**src/spm_pkg.sv**
```systemverilog
// shared constants and types for the shared-pin priority multiplexer
// assumes: one system clock, synchronous active-low system reset
package spm_pkg;

   // number of shared port-a pins and special-function slots per pin
   localparam int SPM_PINS  = 6;
   localparam int SPM_SLOTS = 3;

   // ownership level of a pin; slot 0 is the highest priority function
   typedef logic [1:0] spm_lvl_t;

   localparam spm_lvl_t SPM_LVL_SLOT0 = 2'h0;
   localparam spm_lvl_t SPM_LVL_SLOT1 = 2'h1;
   localparam spm_lvl_t SPM_LVL_SLOT2 = 2'h2;
   localparam spm_lvl_t SPM_LVL_GPIO  = 2'h3;

   // values after reset: every pin is a plain input owned by the port
   localparam spm_lvl_t    SPM_RST_OWNER = SPM_LVL_GPIO;
   localparam logic        SPM_RST_OE    = 1'h0;
   localparam logic        SPM_RST_OUT   = 1'h0;

   // idle level returned to a function that does not own its pin,
   // bit index is pin*3+slot; external interrupt and reset are active low
   localparam logic [17:0] SPM_IDLE_HI   = 18'h00240;

   // pin index of the input-only port bit
   localparam int SPM_INPUT_ONLY_PIN = 2;

endpackage

```
**src/spm_pin_if.sv**
```systemverilog
// per-pin connection between the main mux and its priority arbiter
// assumes: spm_pkg compiled first; purely combinational signals
`timescale 1ns/100ps

interface spm_pin_if;
   import spm_pkg::*;

   logic [2:0] en;        // function enables, bit 0 highest priority
   logic [2:0] f_out;     // function output data
   logic [2:0] f_oe;      // function output enables
   logic       gpio_out;  // port data
   logic       gpio_oe;   // port direction, high drives
   spm_lvl_t   owner;     // winning level
   logic       pad_out;   // resolved pad data
   logic       pad_oe;    // resolved pad enable

   modport arb (
      input  en, f_out, f_oe, gpio_out, gpio_oe,
      output owner, pad_out, pad_oe
   );
   modport mux (
      output en, f_out, f_oe, gpio_out, gpio_oe,
      input  owner, pad_out, pad_oe
   );
endinterface

```
**src/spm_pin_arbiter.sv**
```systemverilog
// fixed-priority resolver for one shared pin
// assumes: caller registers the result and applies reset itself
`timescale 1ns/100ps

module spm_pin_arbiter (
   spm_pin_if.arb pin     // one pin's enables in, owner and drive out
);
   import spm_pkg::*;

   // highest enabled slot wins, port function only when none enabled
   always_comb begin
      if (pin.en[0]) begin
         pin.owner   = SPM_LVL_SLOT0;
         pin.pad_out = pin.f_out[0];
         pin.pad_oe  = pin.f_oe[0];
      end else if (pin.en[1]) begin
         pin.owner   = SPM_LVL_SLOT1;
         pin.pad_out = pin.f_out[1];
         pin.pad_oe  = pin.f_oe[1];
      end else if (pin.en[2]) begin
         pin.owner   = SPM_LVL_SLOT2;
         pin.pad_out = pin.f_out[2];
         pin.pad_oe  = pin.f_oe[2];
      end else begin
         pin.owner   = SPM_LVL_GPIO;
         pin.pad_out = pin.gpio_out;
         pin.pad_oe  = pin.gpio_oe;
      end
   end

endmodule

```
**src/spm_pin_mux.sv**
```systemverilog
// shared port-a pin priority multiplexer, six pins
// assumes: peripherals give enables synchronous to clock_i; pads
// resolve the wire from pad_out_o/pad_oe_o; pad_in_i is synchronous
`timescale 1ns/100ps

// Overview of operation
// - while reset is held every pin is an undriven input owned by the port
// - bit 0 priority: analog ch0, timer chan 0, key wake 0, then port
// - bit 1 priority: analog ch1, timer chan 1, key wake 1, then port
// - bit 2 priority: ext interrupt, key wake 2, timer clock, input-only port
// - bit 4 priority: oscillator out, analog ch2, key wake 4, then port
// - bit 5 priority: oscillator in, analog ch3, key wake 5, then port
module spm_pin_mux (
   input  wire logic                 clock_i,          // system clock, 100 MHz
   input  wire logic                 rst_n_i,          // synchronous reset, active low
   input  wire logic [3:0]           adc_en_i,         // analog_in_ch0..3 enabled
   input  wire logic [1:0]           tim_en_i,         // timer_chan_0..1 enabled
   input  wire logic [1:0]           tim_out_i,        // timer channel output data
   input  wire logic [1:0]           tim_oe_i,         // timer channel drives pin
   input  wire logic [5:0]           kbi_en_i,         // key_wake_in_0..5 enabled
   input  wire logic                 irq_en_i,         // ext_int_in enabled
   input  wire logic                 timer_ext_clk_in_en_i,        // timer_ext_clk_in enabled
   input  wire logic                 rst_pin_en_i,     // reset_pin_in enabled
   input  wire logic                 osc_out_en_i,     // osc_out_pin enabled
   input  wire logic                 osc_out_i,        // oscillator output level
   input  wire logic                 osc_in_en_i,      // osc_in_pin enabled
   input  wire logic [5:0]           gpio_out_i,       // port data register
   input  wire logic [5:0]           gpio_dir_i,       // port direction, 1 = out
   input  wire logic [5:0]           pad_in_i,         // pad input levels
   output logic      [5:0]           pad_out_o,        // pad output data
   output logic      [5:0]           pad_oe_o,         // pad output enable
   output spm_pkg::spm_lvl_t [5:0]   owner_o,          // current owner level per pin
   output logic      [5:0]           gpio_in_o,        // port input data
   output logic      [5:0]           kbi_in_o,         // key wake input levels
   output logic      [3:0]           adc_sel_o,        // analog channel owns its pin
   output logic      [1:0]           tim_in_o,         // timer channel input levels
   output logic                      irq_in_n_o,       // ext interrupt level, low active
   output logic                      timer_ext_clk_in_o,           // timer external clock level
   output logic                      rst_pin_n_o,      // reset pin level, low active
   output logic                      osc_in_o          // oscillator input level
);
   import spm_pkg::*;

   // per-pin slot vectors, bit 0 is the highest priority function
   logic [2:0]     en_v   [SPM_PINS];
   logic [2:0]     out_v  [SPM_PINS];
   logic [2:0]     oe_v   [SPM_PINS];
   logic [5:0]     gdir_v;

   // registered pad drive, owner and routed inputs
   logic [5:0]     pad_out_r;
   logic [5:0]     pad_oe_r;
   spm_lvl_t [5:0] owner_r;
   logic [2:0]     fn_in_r [SPM_PINS];
   logic [5:0]     gpio_in_r;

   spm_pin_if pin_if [SPM_PINS] ();

   // bit 0: analog, timer, key wake; timer is the only driving function
   assign en_v[0]  = {kbi_en_i[0], tim_en_i[0], adc_en_i[0]};
   assign out_v[0] = {1'b0, tim_out_i[0], 1'b0};
   assign oe_v[0]  = {1'b0, tim_oe_i[0], 1'b0};

   // bit 1: same arrangement as bit 0 on the second channels
   assign en_v[1]  = {kbi_en_i[1], tim_en_i[1], adc_en_i[1]};
   assign out_v[1] = {1'b0, tim_out_i[1], 1'b0};
   assign oe_v[1]  = {1'b0, tim_oe_i[1], 1'b0};

   // bit 2: all functions are inputs, so nothing ever drives this pad
   assign en_v[2]  = {timer_ext_clk_in_en_i, kbi_en_i[2], irq_en_i};
   assign out_v[2] = 3'h0;
   assign oe_v[2]  = 3'h0;

   // bit 3: only two special functions, third slot never enabled
   assign en_v[3]  = {1'b0, kbi_en_i[3], rst_pin_en_i};
   assign out_v[3] = 3'h0;
   assign oe_v[3]  = 3'h0;

   // bit 4: oscillator output drives whenever it owns the pin
   assign en_v[4]  = {kbi_en_i[4], adc_en_i[2], osc_out_en_i};
   assign out_v[4] = {1'b0, 1'b0, osc_out_i};
   assign oe_v[4]  = 3'h1;

   // bit 5: oscillator input wins over analog and key wake
   assign en_v[5]  = {kbi_en_i[5], adc_en_i[3], osc_in_en_i};
   assign out_v[5] = 3'h0;
   assign oe_v[5]  = 3'h0;

   // port direction; the input-only bit can never be turned to an output
   always_comb begin
      gdir_v                     = gpio_dir_i;
      gdir_v[SPM_INPUT_ONLY_PIN] = 1'b0;
   end

   genvar g;
   generate
      for (g = 0; g < SPM_PINS; g++) begin : g_pin
         // hand this pin's candidates to its resolver
         assign pin_if[g].en       = en_v[g];
         assign pin_if[g].f_out    = out_v[g];
         assign pin_if[g].f_oe     = oe_v[g];
         assign pin_if[g].gpio_out = gpio_out_i[g];
         assign pin_if[g].gpio_oe  = gdir_v[g];

         spm_pin_arbiter u_arb (
            .pin (pin_if[g].arb)
         );

         // pad drive and owner; reset forces a plain undriven input
         always_ff @(posedge clock_i) begin
            if (!rst_n_i) begin
               pad_out_r[g] <= SPM_RST_OUT;
               pad_oe_r[g]  <= SPM_RST_OE;
               owner_r[g]   <= SPM_RST_OWNER;
            end else begin
               pad_out_r[g] <= pin_if[g].pad_out;
               pad_oe_r[g]  <= pin_if[g].pad_oe;
               owner_r[g]   <= pin_if[g].owner;
            end
         end

         // route the pad level only to the function that owns the pin,
         // losers see their idle level so they cannot false-trigger
         for (genvar s = 0; s < SPM_SLOTS; s++) begin : g_slot
            always_ff @(posedge clock_i) begin
               if (!rst_n_i) begin
                  fn_in_r[g][s] <= SPM_IDLE_HI[g*SPM_SLOTS+s];
               end else if (pin_if[g].owner == spm_lvl_t'(s)) begin
                  fn_in_r[g][s] <= pad_in_i[g];
               end else begin
                  fn_in_r[g][s] <= SPM_IDLE_HI[g*SPM_SLOTS+s];
               end
            end
         end
      end
   endgenerate

   // port input data follows the pad on every pin, as a port read would
   always_ff @(posedge clock_i) begin
      if (!rst_n_i) begin
         gpio_in_r <= 6'h00;
      end else begin
         gpio_in_r <= pad_in_i;
      end
   end

   // pad side and owner report
   assign pad_out_o = pad_out_r;
   assign pad_oe_o  = pad_oe_r;
   assign owner_o   = owner_r;
   assign gpio_in_o = gpio_in_r;

   // function inputs gathered from their pin slots
   assign kbi_in_o    = {fn_in_r[5][2], fn_in_r[4][2], fn_in_r[3][1],
                         fn_in_r[2][1], fn_in_r[1][2], fn_in_r[0][2]};
   assign tim_in_o    = {fn_in_r[1][1], fn_in_r[0][1]};
   assign irq_in_n_o  = fn_in_r[2][0];
   assign timer_ext_clk_in_o      = fn_in_r[2][2];
   assign rst_pin_n_o = fn_in_r[3][0];
   assign osc_in_o    = fn_in_r[5][0];

   // analog switch select: the channel really owns its pin
   assign adc_sel_o = {owner_r[5] == SPM_LVL_SLOT1, owner_r[4] == SPM_LVL_SLOT1,
                       owner_r[1] == SPM_LVL_SLOT0, owner_r[0] == SPM_LVL_SLOT0};

endmodule

```
**config.mk**
```make
export PLATFORM = sky130hd
export DESIGN_NAME = spm_pin_mux
export DESIGN_NICKNAME = d
export VERILOG_FILES = /design/src/spm_pkg.sv /design/src/spm_pin_if.sv /design/src/spm_pin_arbiter.sv /design/src/spm_pin_mux.sv
export SDC_FILE = /design/constraint.sdc
export NUM_CORES = 1
export LEC_CHECK = 0
export ABC_AREA = 1
export BUFFER_PORTS_ARGS = -buffer_cell sky130_fd_sc_hd__buf_2
export CAP_MARGIN = 20
export CORE_MARGIN = 5
export CORE_UTILIZATION = 42
export CTS_BUF_LIST = sky130_fd_sc_hd__clkbuf_16
export CTS_CLUSTER_DIAMETER = 200
export DETAILED_ROUTE_END_ITERATION = 10
export PLACE_DENSITY = 0.81
export SLEW_MARGIN = 20
export SYNTH_ARGS = -nofsm -noshare
export SYNTH_HDL_FRONTEND = slang
export SYNTH_SLANG_ARGS = --single-unit
```
**constraint.sdc**
```tcl
create_clock -name clock_i -period 1.1 [get_ports clock_i]
set_input_delay 0.22 -clock clock_i [delete_from_list [all_inputs] [get_ports clock_i]]
set_output_delay 0.22 -clock clock_i [all_outputs]
set_load 0.01 [all_outputs]
```
Word-level counts from Yosys, hierarchy flattened
Memory sizes are Yosys's and may differ from the RTL's.
Index checks and enable logic that the tools add are counted.
{"block": "word_totals", "regBits": 29, "latchBits": 0, "ramBits": 18, "rom_bits": 0, "out_inout_bits": 46, "elab_cells": 259, "n_memories": 1}
{"memory": "fn_in_r", "words": 6, "word_bits": 3, "read_ports": 6, "rd_ports_with_merged_regs": 0, "write_ports": 6, "line": "spm_pin_mux.sv:54", "source": "logic [2:0] fn_in_r [SPM_PINS];"}
{"block": "classes", "addsub": 0, "multipliers": 0, "n_div": 0, "magnitude_cmp": 0, "eq_ne": 14, "n_shift": 0, "muxes": 176, "n_bitwise": 37, "reduce_logical": 13}
{"op": "1-bit two-way mux", "n": 164}
{"op": "1-bit bitwise OR", "n": 36}
{"op": "2-bit two-way mux", "n": 12}
{"op": "2-bit by 1-bit == test with 1-bit output, second input constant", "n": 8}
{"op": "2-bit logical NOT", "n": 8}
{"op": "2-bit == test, second input constant", "n": 6}
{"op": "4-bit OR reduction", "n": 2}
{"op": "2-bit OR reduction", "n": 2}
{"op": "3-bit OR reduction", "n": 1}
{"op": "1-bit NOT", "n": 1}

Depth between registers and ports, before layout
Gate-level depths: netlist of the first run.
{"block": "logic_depth", "word_depth": 9, "ltp_mapped": 4, "ltp_nobuf": 4}

Cells and area by module
Synthesis of the first run repeated with hierarchy kept, for this count alone.
{"block": "unflattened", "cells_unflattened": 294, "hier_area_um2": 1951.9}
{"module": "spm_pin_mux", "instances": 1, "cells_each": 138, "area_each_um2": 1336.3}
{"module": "spm_pin_arbiter", "instances": 6, "cells_each": 26, "area_each_um2": 102.6}

Least setup slack after synthesis of the first run
OpenSTA, ideal clock, no wires.
{"block": "synth_timing", "kind": "input to register", "startpoint": "input port rst_n_i", "endpoint": "memory fn_in_r[4][2] (netlist: fn_in_r[2][2]) (data pin)", "arrival_ps": 590, "required_time_ps": 848, "path_slack_ps": 258, "path_stages": 4, "n_path_buf": 2, "cell_sequence": "buf_4 > buf_8 > nand2_1 > nor2_1"}
{"element": "start, declared", "line": "spm_pin_mux.sv:15", "source": "input wire logic rst_n_i,"}
{"element": "end, declared", "line": "spm_pin_mux.sv:54"}

Worst setup path in the final report of the first run
{"block": "layout_timing", "startpoint": "register owner_r, in the netlist owner_o[8]", "endpoint": "output port adc_sel_o[2]"}
{"block": "layout_via", "elab_chain_len": 1}
{"element": "start, declared", "line": "spm_pin_mux.sv:53", "source": "spm_lvl_t [5:0] owner_r;"}
{"element": "start signal, assigned by index", "line": "spm_pin_mux.sv:118", "source": "owner_r[g] <= pin_if[g].owner;"}
{"element": "2-bit by 1-bit == test with 1-bit output", "line": "spm_pin_mux.sv:163", "source": "assign adc_sel_o = {owner_r[5] == SPM_LVL_SLOT1, owner_r[4] == SPM_LVL_SLOT1,"}
{"element": "end, declared", "line": "spm_pin_mux.sv:35", "source": "output logic [3:0] adc_sel_o,"}
No other way between the ends.

==> results of run 1 <==
-- logic make-up after synthesis --
logic type	Yosys count	synth area share [%]
other	2	0.520
AOI/OAI and AO/OA	12	5.37
buffers and inverters	33	9.96
DFF	41	65.1
and+or+nand+nor	67	19.0
-- placed cells by master, fill, tap and decap left out --
master,netlist,routed
nor3_1,6,6
nor2_1,21,21
nand2_1,30,30
conb_1,2,13
clkinv_1,0,1
nand2_2,3,3
o21ai_0,5,5
edfxtp_1,12,12
a21oi_1,2,2
nand3_1,7,7
buf_2,1,85
dfxtp_2,0,1
clkbuf_16,0,5
a21oi_2,4,4
dfxtp_1,29,28
buf_4,2,3
o211ai_1,1,1
inv_1,29,31
-- state kept, by name, indices dropped and copies added (netlist names) --
signal	cells
fn_in_r	12
owner_o	12
gpio_in_o	6
pad_out_o	6
pad_oe_o	5
-- report_power, final --
group / switching [mW] / internal [mW] / total [mW]
combinational: 0.203 / 0.156 / 0.359
sequential: 0.0219 / 1.64 / 1.66
clock: 0.482 / 0.813 / 1.29
total: 0.707 / 2.61 / 3.32
-- through the flow --
step	total power [mW]	util [%]	hold slack (ps)	area (sq um)	setup slack (ps)
after floorplan	1.87	-	290	1490	258
after global placement	2.05	58.6	405	1960	86.4
after detailed placement	2.06	58.6	403	1960	-0.292
after CTS	3.36	62.7	116	2090	40.6
after global routing	3.48	62.8	116	2090	1.15
final	3.32	62.8	123	2090	60.7
-- repair_timing --
action                                 4_1_cts  5_1_grt
setup endpoints to repair                    0        1
endpoints found under the hold margin        0        0
gates resized for setup                      0        1
setup buffers                                0        0
-- path summary, 6_finish.rpt --
path                               from           end  slack [ps]
setup / recovery             owner_o[8]  adc_sel_o[2]          60
hold / removal    timer_ext_clk_in_en_i  pad_out_o[2]         120
-- layout make-up --
type / count / area [sq um]
timing repair buffer: 88 / 448
fill: 295 / 1240
sequential: 41 / 942
clock buffer: 5 / 125
clock inverter: 3 / 11.3
multi-input combinational: 92 / 402
tap: 46 / 57.6
inverter: 29 / 109
-- metal layers --
metal	wire [um]	vias to the layer above	track usage (%)
met1	1110	527	13.4
li1	-	662	-
met3	268	2	3.40
met2	1550	53	24.4
met4	34	0	6.70
met5	0	-	0
==> implementation parameters, run 1 <==
Parameter                              Value

Global route
  Largest net degree at the start of global routing    20
  Wire length of the first global-routing pass    around 4500 um
  Initial antenna violation count    0
  Overflow after GRT    0
  Number of global-route vias before repair    1106
  Overall global routing resource usage    13.2%

Synthesis
  Share of flip-flops with an asynchronous set or reset    0%
  Number of enable-type register cells in the synthesized netlist    12
  Top cell type's share of synthesized area    40.2%
  Top cells by count, synth    30 x nand2_1, 29 x dfxtp_1, 29 x inv_1, 21 x nor2_1, 12 x edfxtp_1
  Most area-consuming cells after synthesis    dfxtp_1 40%, edfxtp_1 25%, nand2_1 7.8%, inv_1 7.5%, nor2_1 5.5%
  Yosys reg bits    just over 40
  Share of the yosys chip area belonging to registers    about 65%
  Mapped Cells    155
  Most common cell in the netlist    nand2_1
  Top_reg_cell synth    dfxtp_1
  Post-synthesis area per instance    9.32 sq um
  Syn Std Cell Area    between 1000 and 1500 sq um
  Library cell occupying the most area in the post-synthesis netlist    dfxtp_1
  Count of yosys warnings during synthesis    0
  Number of distinct library cells after synthesis    16

Floorplan
  Starting utilization of the core area    43.3%
  Overall die area    ~4700 sq um
  Die Ht    68.7 um
  Die extent in x    between 60 and 70 um
  Std-Cell Core Area    3340 sq um
  Count of pins on the block boundary    between 80 and 90
  Number of placement rows    21

Routing
  Remaining routing DRC violations    0
  DR iter-0 viols    42
  Via count    1244
  Final antenna-violating net count    0
  Avg Vias per Cell    approximately 4.1
  Mean routed wirelength per cell    9.73 um
  Number of iterations in the first detailed-routing pass    2
  Routed wire length    2960 um

Layout
  Number of nets in the layout    ~300
  Filler-free cell count of the finished design    304
  Layout overhead on the synthesized area    44.9%
  Antenna cell count    0
  Share of layout cells above drive strength 1    between 30% and 40%

Clock tree
  Root Buffer    clkbuf_16
  Clock slew at the register clock pins of the worst setup and hold paths    ~50 ps
  Largest buffer count on any clock path    2
  Count of clock tree sinks    41
  Clock buffers created by TritonCTS    5
  Number of buffers added to fix hold violations after cts    0
  CTS tree    done
  Count of H-tree levels built during CTS    2

Power and ir drop
  Power density cells    1580 nW/um^2
  Worst-case vdd ir drop    0.991 mV
  Pleak    about 1.1 nW

Placement
  Post-DP HPWL    2480 um
  Total placed cells including tap cells    296
  Port-buffer cells    85
  Final weighted congestion in routability-driven placement    ~0.76

Hold path
  Worst min path class    in -> reg
  Worst hold path depth    2

Timing
  Post-route setup TNS    0 ps
  Peak clock frequency supported by timing    962 MHz
  Setup Viol. Count Final    0
  Final period demand of the worst path    1040 ps
  Slew Limit Fails    0
  Setup repair after global routing missed its margin    false
  Number of hold violations in the final report    0
  Ratio of final minimum period to clock period    94.5%

Critical path
  Data required time of the worst path    880 ps
  Startpoint Class    register
  Number of buffer and inverter stages on the critical path    2
  Cell depth of the worst setup path    3
  Crit-path slowest cell    dfxtp_2
  Endpoint arrival time on the critical path    820 ps
  Maximum single-stage delay on the critical path    320 ps
  Crit Path Max Fanout    2
  Crit end category    output port
  Cell family with the largest share of critical-path delay    flip-flops
  Critical path class    reg -> out
  Cells traversed along the worst timing path    inv_1, nor2_1, buf_2

Run status
  Result of the run    complete, no violations

Flow run
  Number of maximum-capacitance constraint violations    0
Note: power is estimated with default switching activity, not from simulation.
==> run 2: changes to the inputs <==
ABC_AREA = default   (was 1)
CORE_UTILIZATION = 41   (was 42)
PLACE_DENSITY = 0.8   (was 0.81)
SKIP_LAST_GASP = 1   (was default)
==> run 2 against run 1 <==
Effect of this change: wire length is 2.4% higher; die area is 0.87% lower; via count is 4.3% lower; first-iteration DRC count is 62% lower; largest power group is now clock; highest routed layer unchanged.
==> implementation parameters, run 2 <==
Parameter                              Value

Run status
  Result of the run    complete, no violations

Clock tree
  CTS tree    done
  Setup fix buffers added after clock tree synthesis    0 (unchanged)
  Root Buffer    clkbuf_16
  Largest buffer count on any clock path    2 (unchanged)
  Clock buffers created by TritonCTS    5 (unchanged)
  Count of clock tree sinks    41 (unchanged)
  Number of buffers added to fix hold violations after cts    0 (unchanged)
  Clock slew at the register clock pins of the worst setup and hold paths    60 ps (about the same)
  Count of H-tree levels built during CTS    2 (unchanged)

Placement
  Placed Area    1920 sq um (-1.8%)
  Port-buffer cells    85 (unchanged)
  Post-place setup slack    16.0 ps (+16.3 ps)
  Post-DP HPWL    2500 um (+0.68%)
  Total placed cells including tap cells    257 (-13%)
  Final weighted congestion in routability-driven placement    0.707 (-7.0%)

Synthesis
  Mapped Cells    116 (-25%)
  Arithmetic-cell share of the synthesized area counting full adders, half adders and majority gates    0% (unchanged)
  Post-synthesis share of cell area spent on xor and xnor gates    0% (unchanged)
  Top cells by count, synth    29 x dfxtp_1, 12 x edfxtp_1, 11 x o21ai_0
  Multiplexer share of the synthesized area    0% (unchanged)
  Top cell type's share of synthesized area    41.6% (+1.4 points)
  Share of the yosys chip area belonging to registers    67.4% (+2.3 points)
  Top_reg_cell synth    dfxtp_1
  Syn Std Cell Area    1400 sq um (-3.4%)
  Post-synthesis area per instance    12.0 sq um (+29%)
  Share of flip-flops with an asynchronous set or reset    0% (unchanged)
  Count of yosys warnings during synthesis    0 (unchanged)
  Simple-gate share of the synthesized area    23.8% (+4.8 points)
  Compound-gate portion of the synthesized area    6.45% (+1.1 points)
  Number of distinct library cells after synthesis    28 (+12)
  Number of enable-type register cells in the synthesized netlist    12 (unchanged)
  Most area-consuming cells after synthesis    dfxtp_1 42%, edfxtp_1 26%, o21ai_0 3.9%, and2_1 3.1%, nor2b_1 3.1%
  Yosys reg bits    41 (unchanged)
  Combinational family with the most area after synthesis    simple AND/OR/NAND/NOR gates
  Most common cell in the netlist    dfxtp_1
  Library cell occupying the most area in the post-synthesis netlist    dfxtp_1

Critical path
  Critical path class    reg -> out
  Startpoint Class    register
  Endpoint arrival time on the critical path    830 ps (about the same)
  Crit end category    output port
  Crit Path Max Fanout    2 (unchanged)
  Data required time of the worst path    880 ps (about the same)

Timing
  Setup Viol. Count Final    0 (unchanged)
  Final period demand of the worst path    1050 ps (+12.2 ps)
  Hold_ws    140 ps (+17.2 ps)
  Ratio of final minimum period to clock period    95.6% (+1.1 points)
  Final worst slack    48.5 ps (-12.2 ps)
  Setup repair after global routing missed its margin    true
  Peak clock frequency supported by timing    951 MHz (-1.2%)
  Slew Limit Fails    0 (unchanged)
  Post-route setup TNS    0 ps (unchanged)
  Number of hold violations in the final report    0 (unchanged)

Floorplan
  Die Ht    68.4 um (-0.44%)
  Overall die area    4670 sq um (-0.87%)
  Number of placement rows    21 (unchanged)
  Die extent in x    68.4 um (-0.44%)
  Starting utilization of the core area    42.2% (-1.1 points)
  Count of pins on the block boundary    88 (unchanged)
  Std-Cell Core Area    3310 sq um (-0.79%)

Hold path
  Worst min path class    in -> reg

Global route
  Number of global-route vias before repair    1065 (-3.7%)
  Overflow after GRT    0 (unchanged)
  Initial antenna violation count    0 (unchanged)
  Overall global routing resource usage    13.2% (+0.079 points)
  Wire length of the first global-routing pass    4400 um (-1.2%)
  Largest net degree at the start of global routing    20 (unchanged)

Layout
  Most frequent standard cell in the layout excluding fill and tap cells    buf_2
  Number of nets in the layout    260 (-13%)
  Antenna cell count    0 (unchanged)
  Design area    2120 sq um (+1.3%)
  Share of layout cells above drive strength 1    45.7% (+6.5 points)
  Filler-free cell count of the finished design    265 (-13%)
  Top library cells by usage in the layout, fill and taps aside    85 x buf_2, 27 x dfxtp_1, 13 x conb_1, 12 x edfxtp_1, 11 x o21ai_0
  Layout overhead on the synthesized area    52.0%

Routing
  DR iter-0 viols    16 (-62%)
  Routed wire length    3030 um (+2.4%)
  Via count    1190 (-4.3%)
  Remaining routing DRC violations    0 (unchanged)
  Final antenna-violating net count    0 (unchanged)
  Number of iterations in the first detailed-routing pass    4 (+2)
  Avg Vias per Cell    4.49 (+9.7%)
  Mean routed wirelength per cell    11.4 um (+17%)

Power and ir drop
  Pleak    1.04 nW (-9.1%)
  Power density cells    1800 nW/um^2 (+14%)
  Worst-case vdd ir drop    0.847 mV (-15%)

Flow run
  Number of maximum-capacitance constraint violations    0 (unchanged)
## run 2: changes by cell type in the layout (fill, tap and decap cells not counted), moves of 7 or more
cell     previous run  this run
and2_1              0         7
nand2_1            30         7
nor2_1             21         5
nand3_1             7         0
inv_1              31         1
## run 2: cell families (layout without fill, tap and decap cells)
group	count (synthesis)	count (layout)
other	2	13
AND/OR/NAND/NOR	51	51
AO/OA/AOI/OAI	17	17
flip-flops	41	41
buffers and inverters	5	97
## run 2: repair_timing
item                                   CTS  global route
setup endpoints to repair                0             2
endpoints found under the hold margin    0             0
gates resized for setup                  0             3
## run 2: power by group
part           switching, mW  internal, mW  total [mW]
Clock                  0.528          1.29        1.82
Sequential            0.0235          1.64        1.66
Combinational          0.176         0.166       0.342
Total                  0.727          3.10        3.83
## run 2: per-layer routing
metal | track usage, % | wire length (um) | vias up
met4 | 7.44 | 40 | 0
met5 | 0 | 0 | -
met1 | 11.8 | 1050 | 538
met3 | 5.25 | 359 | 4
li1 | - | - | 594
met2 | 24.8 | 1580 | 54
## run 2: cell type report
| cell class | count | area, sq um |
|---|---|---|
| timing repair buffer | 88 | 448 |
| clock buffer | 5 | 125 |
| tap | 46 | 57.6 |
| multi-input combinational | 81 | 479 |
| fill | 270 | 1190 |
| inverter | 1 | 3.75 |
| clock inverter | 3 | 65.1 |
| sequential | 41 | 943 |
## run 2: stage by stage
stage | power [mW] | util, %
floorplan | 1.84 | -
global placement | 2.03 | 58.0
detailed placement | 2.04 | 58.0
CTS | 3.87 | 63.8
global route | 3.97 | 64.1
finish | 3.83 | 64.1
## run 2: path summary, 6_finish.rpt
path	start	to	slack [ps]	depth (start not counted)
worst max-delay path	owner_o[8]	adc_sel_o[2]	50	2
worst min-delay path	gpio_out_i[5]	pad_out_o[5]	140	2
## run 2: critical path: stages, from the launching register on
cell and delay [ps]:
dfxtp_2 320, nor2b_1 110, buf_2 130
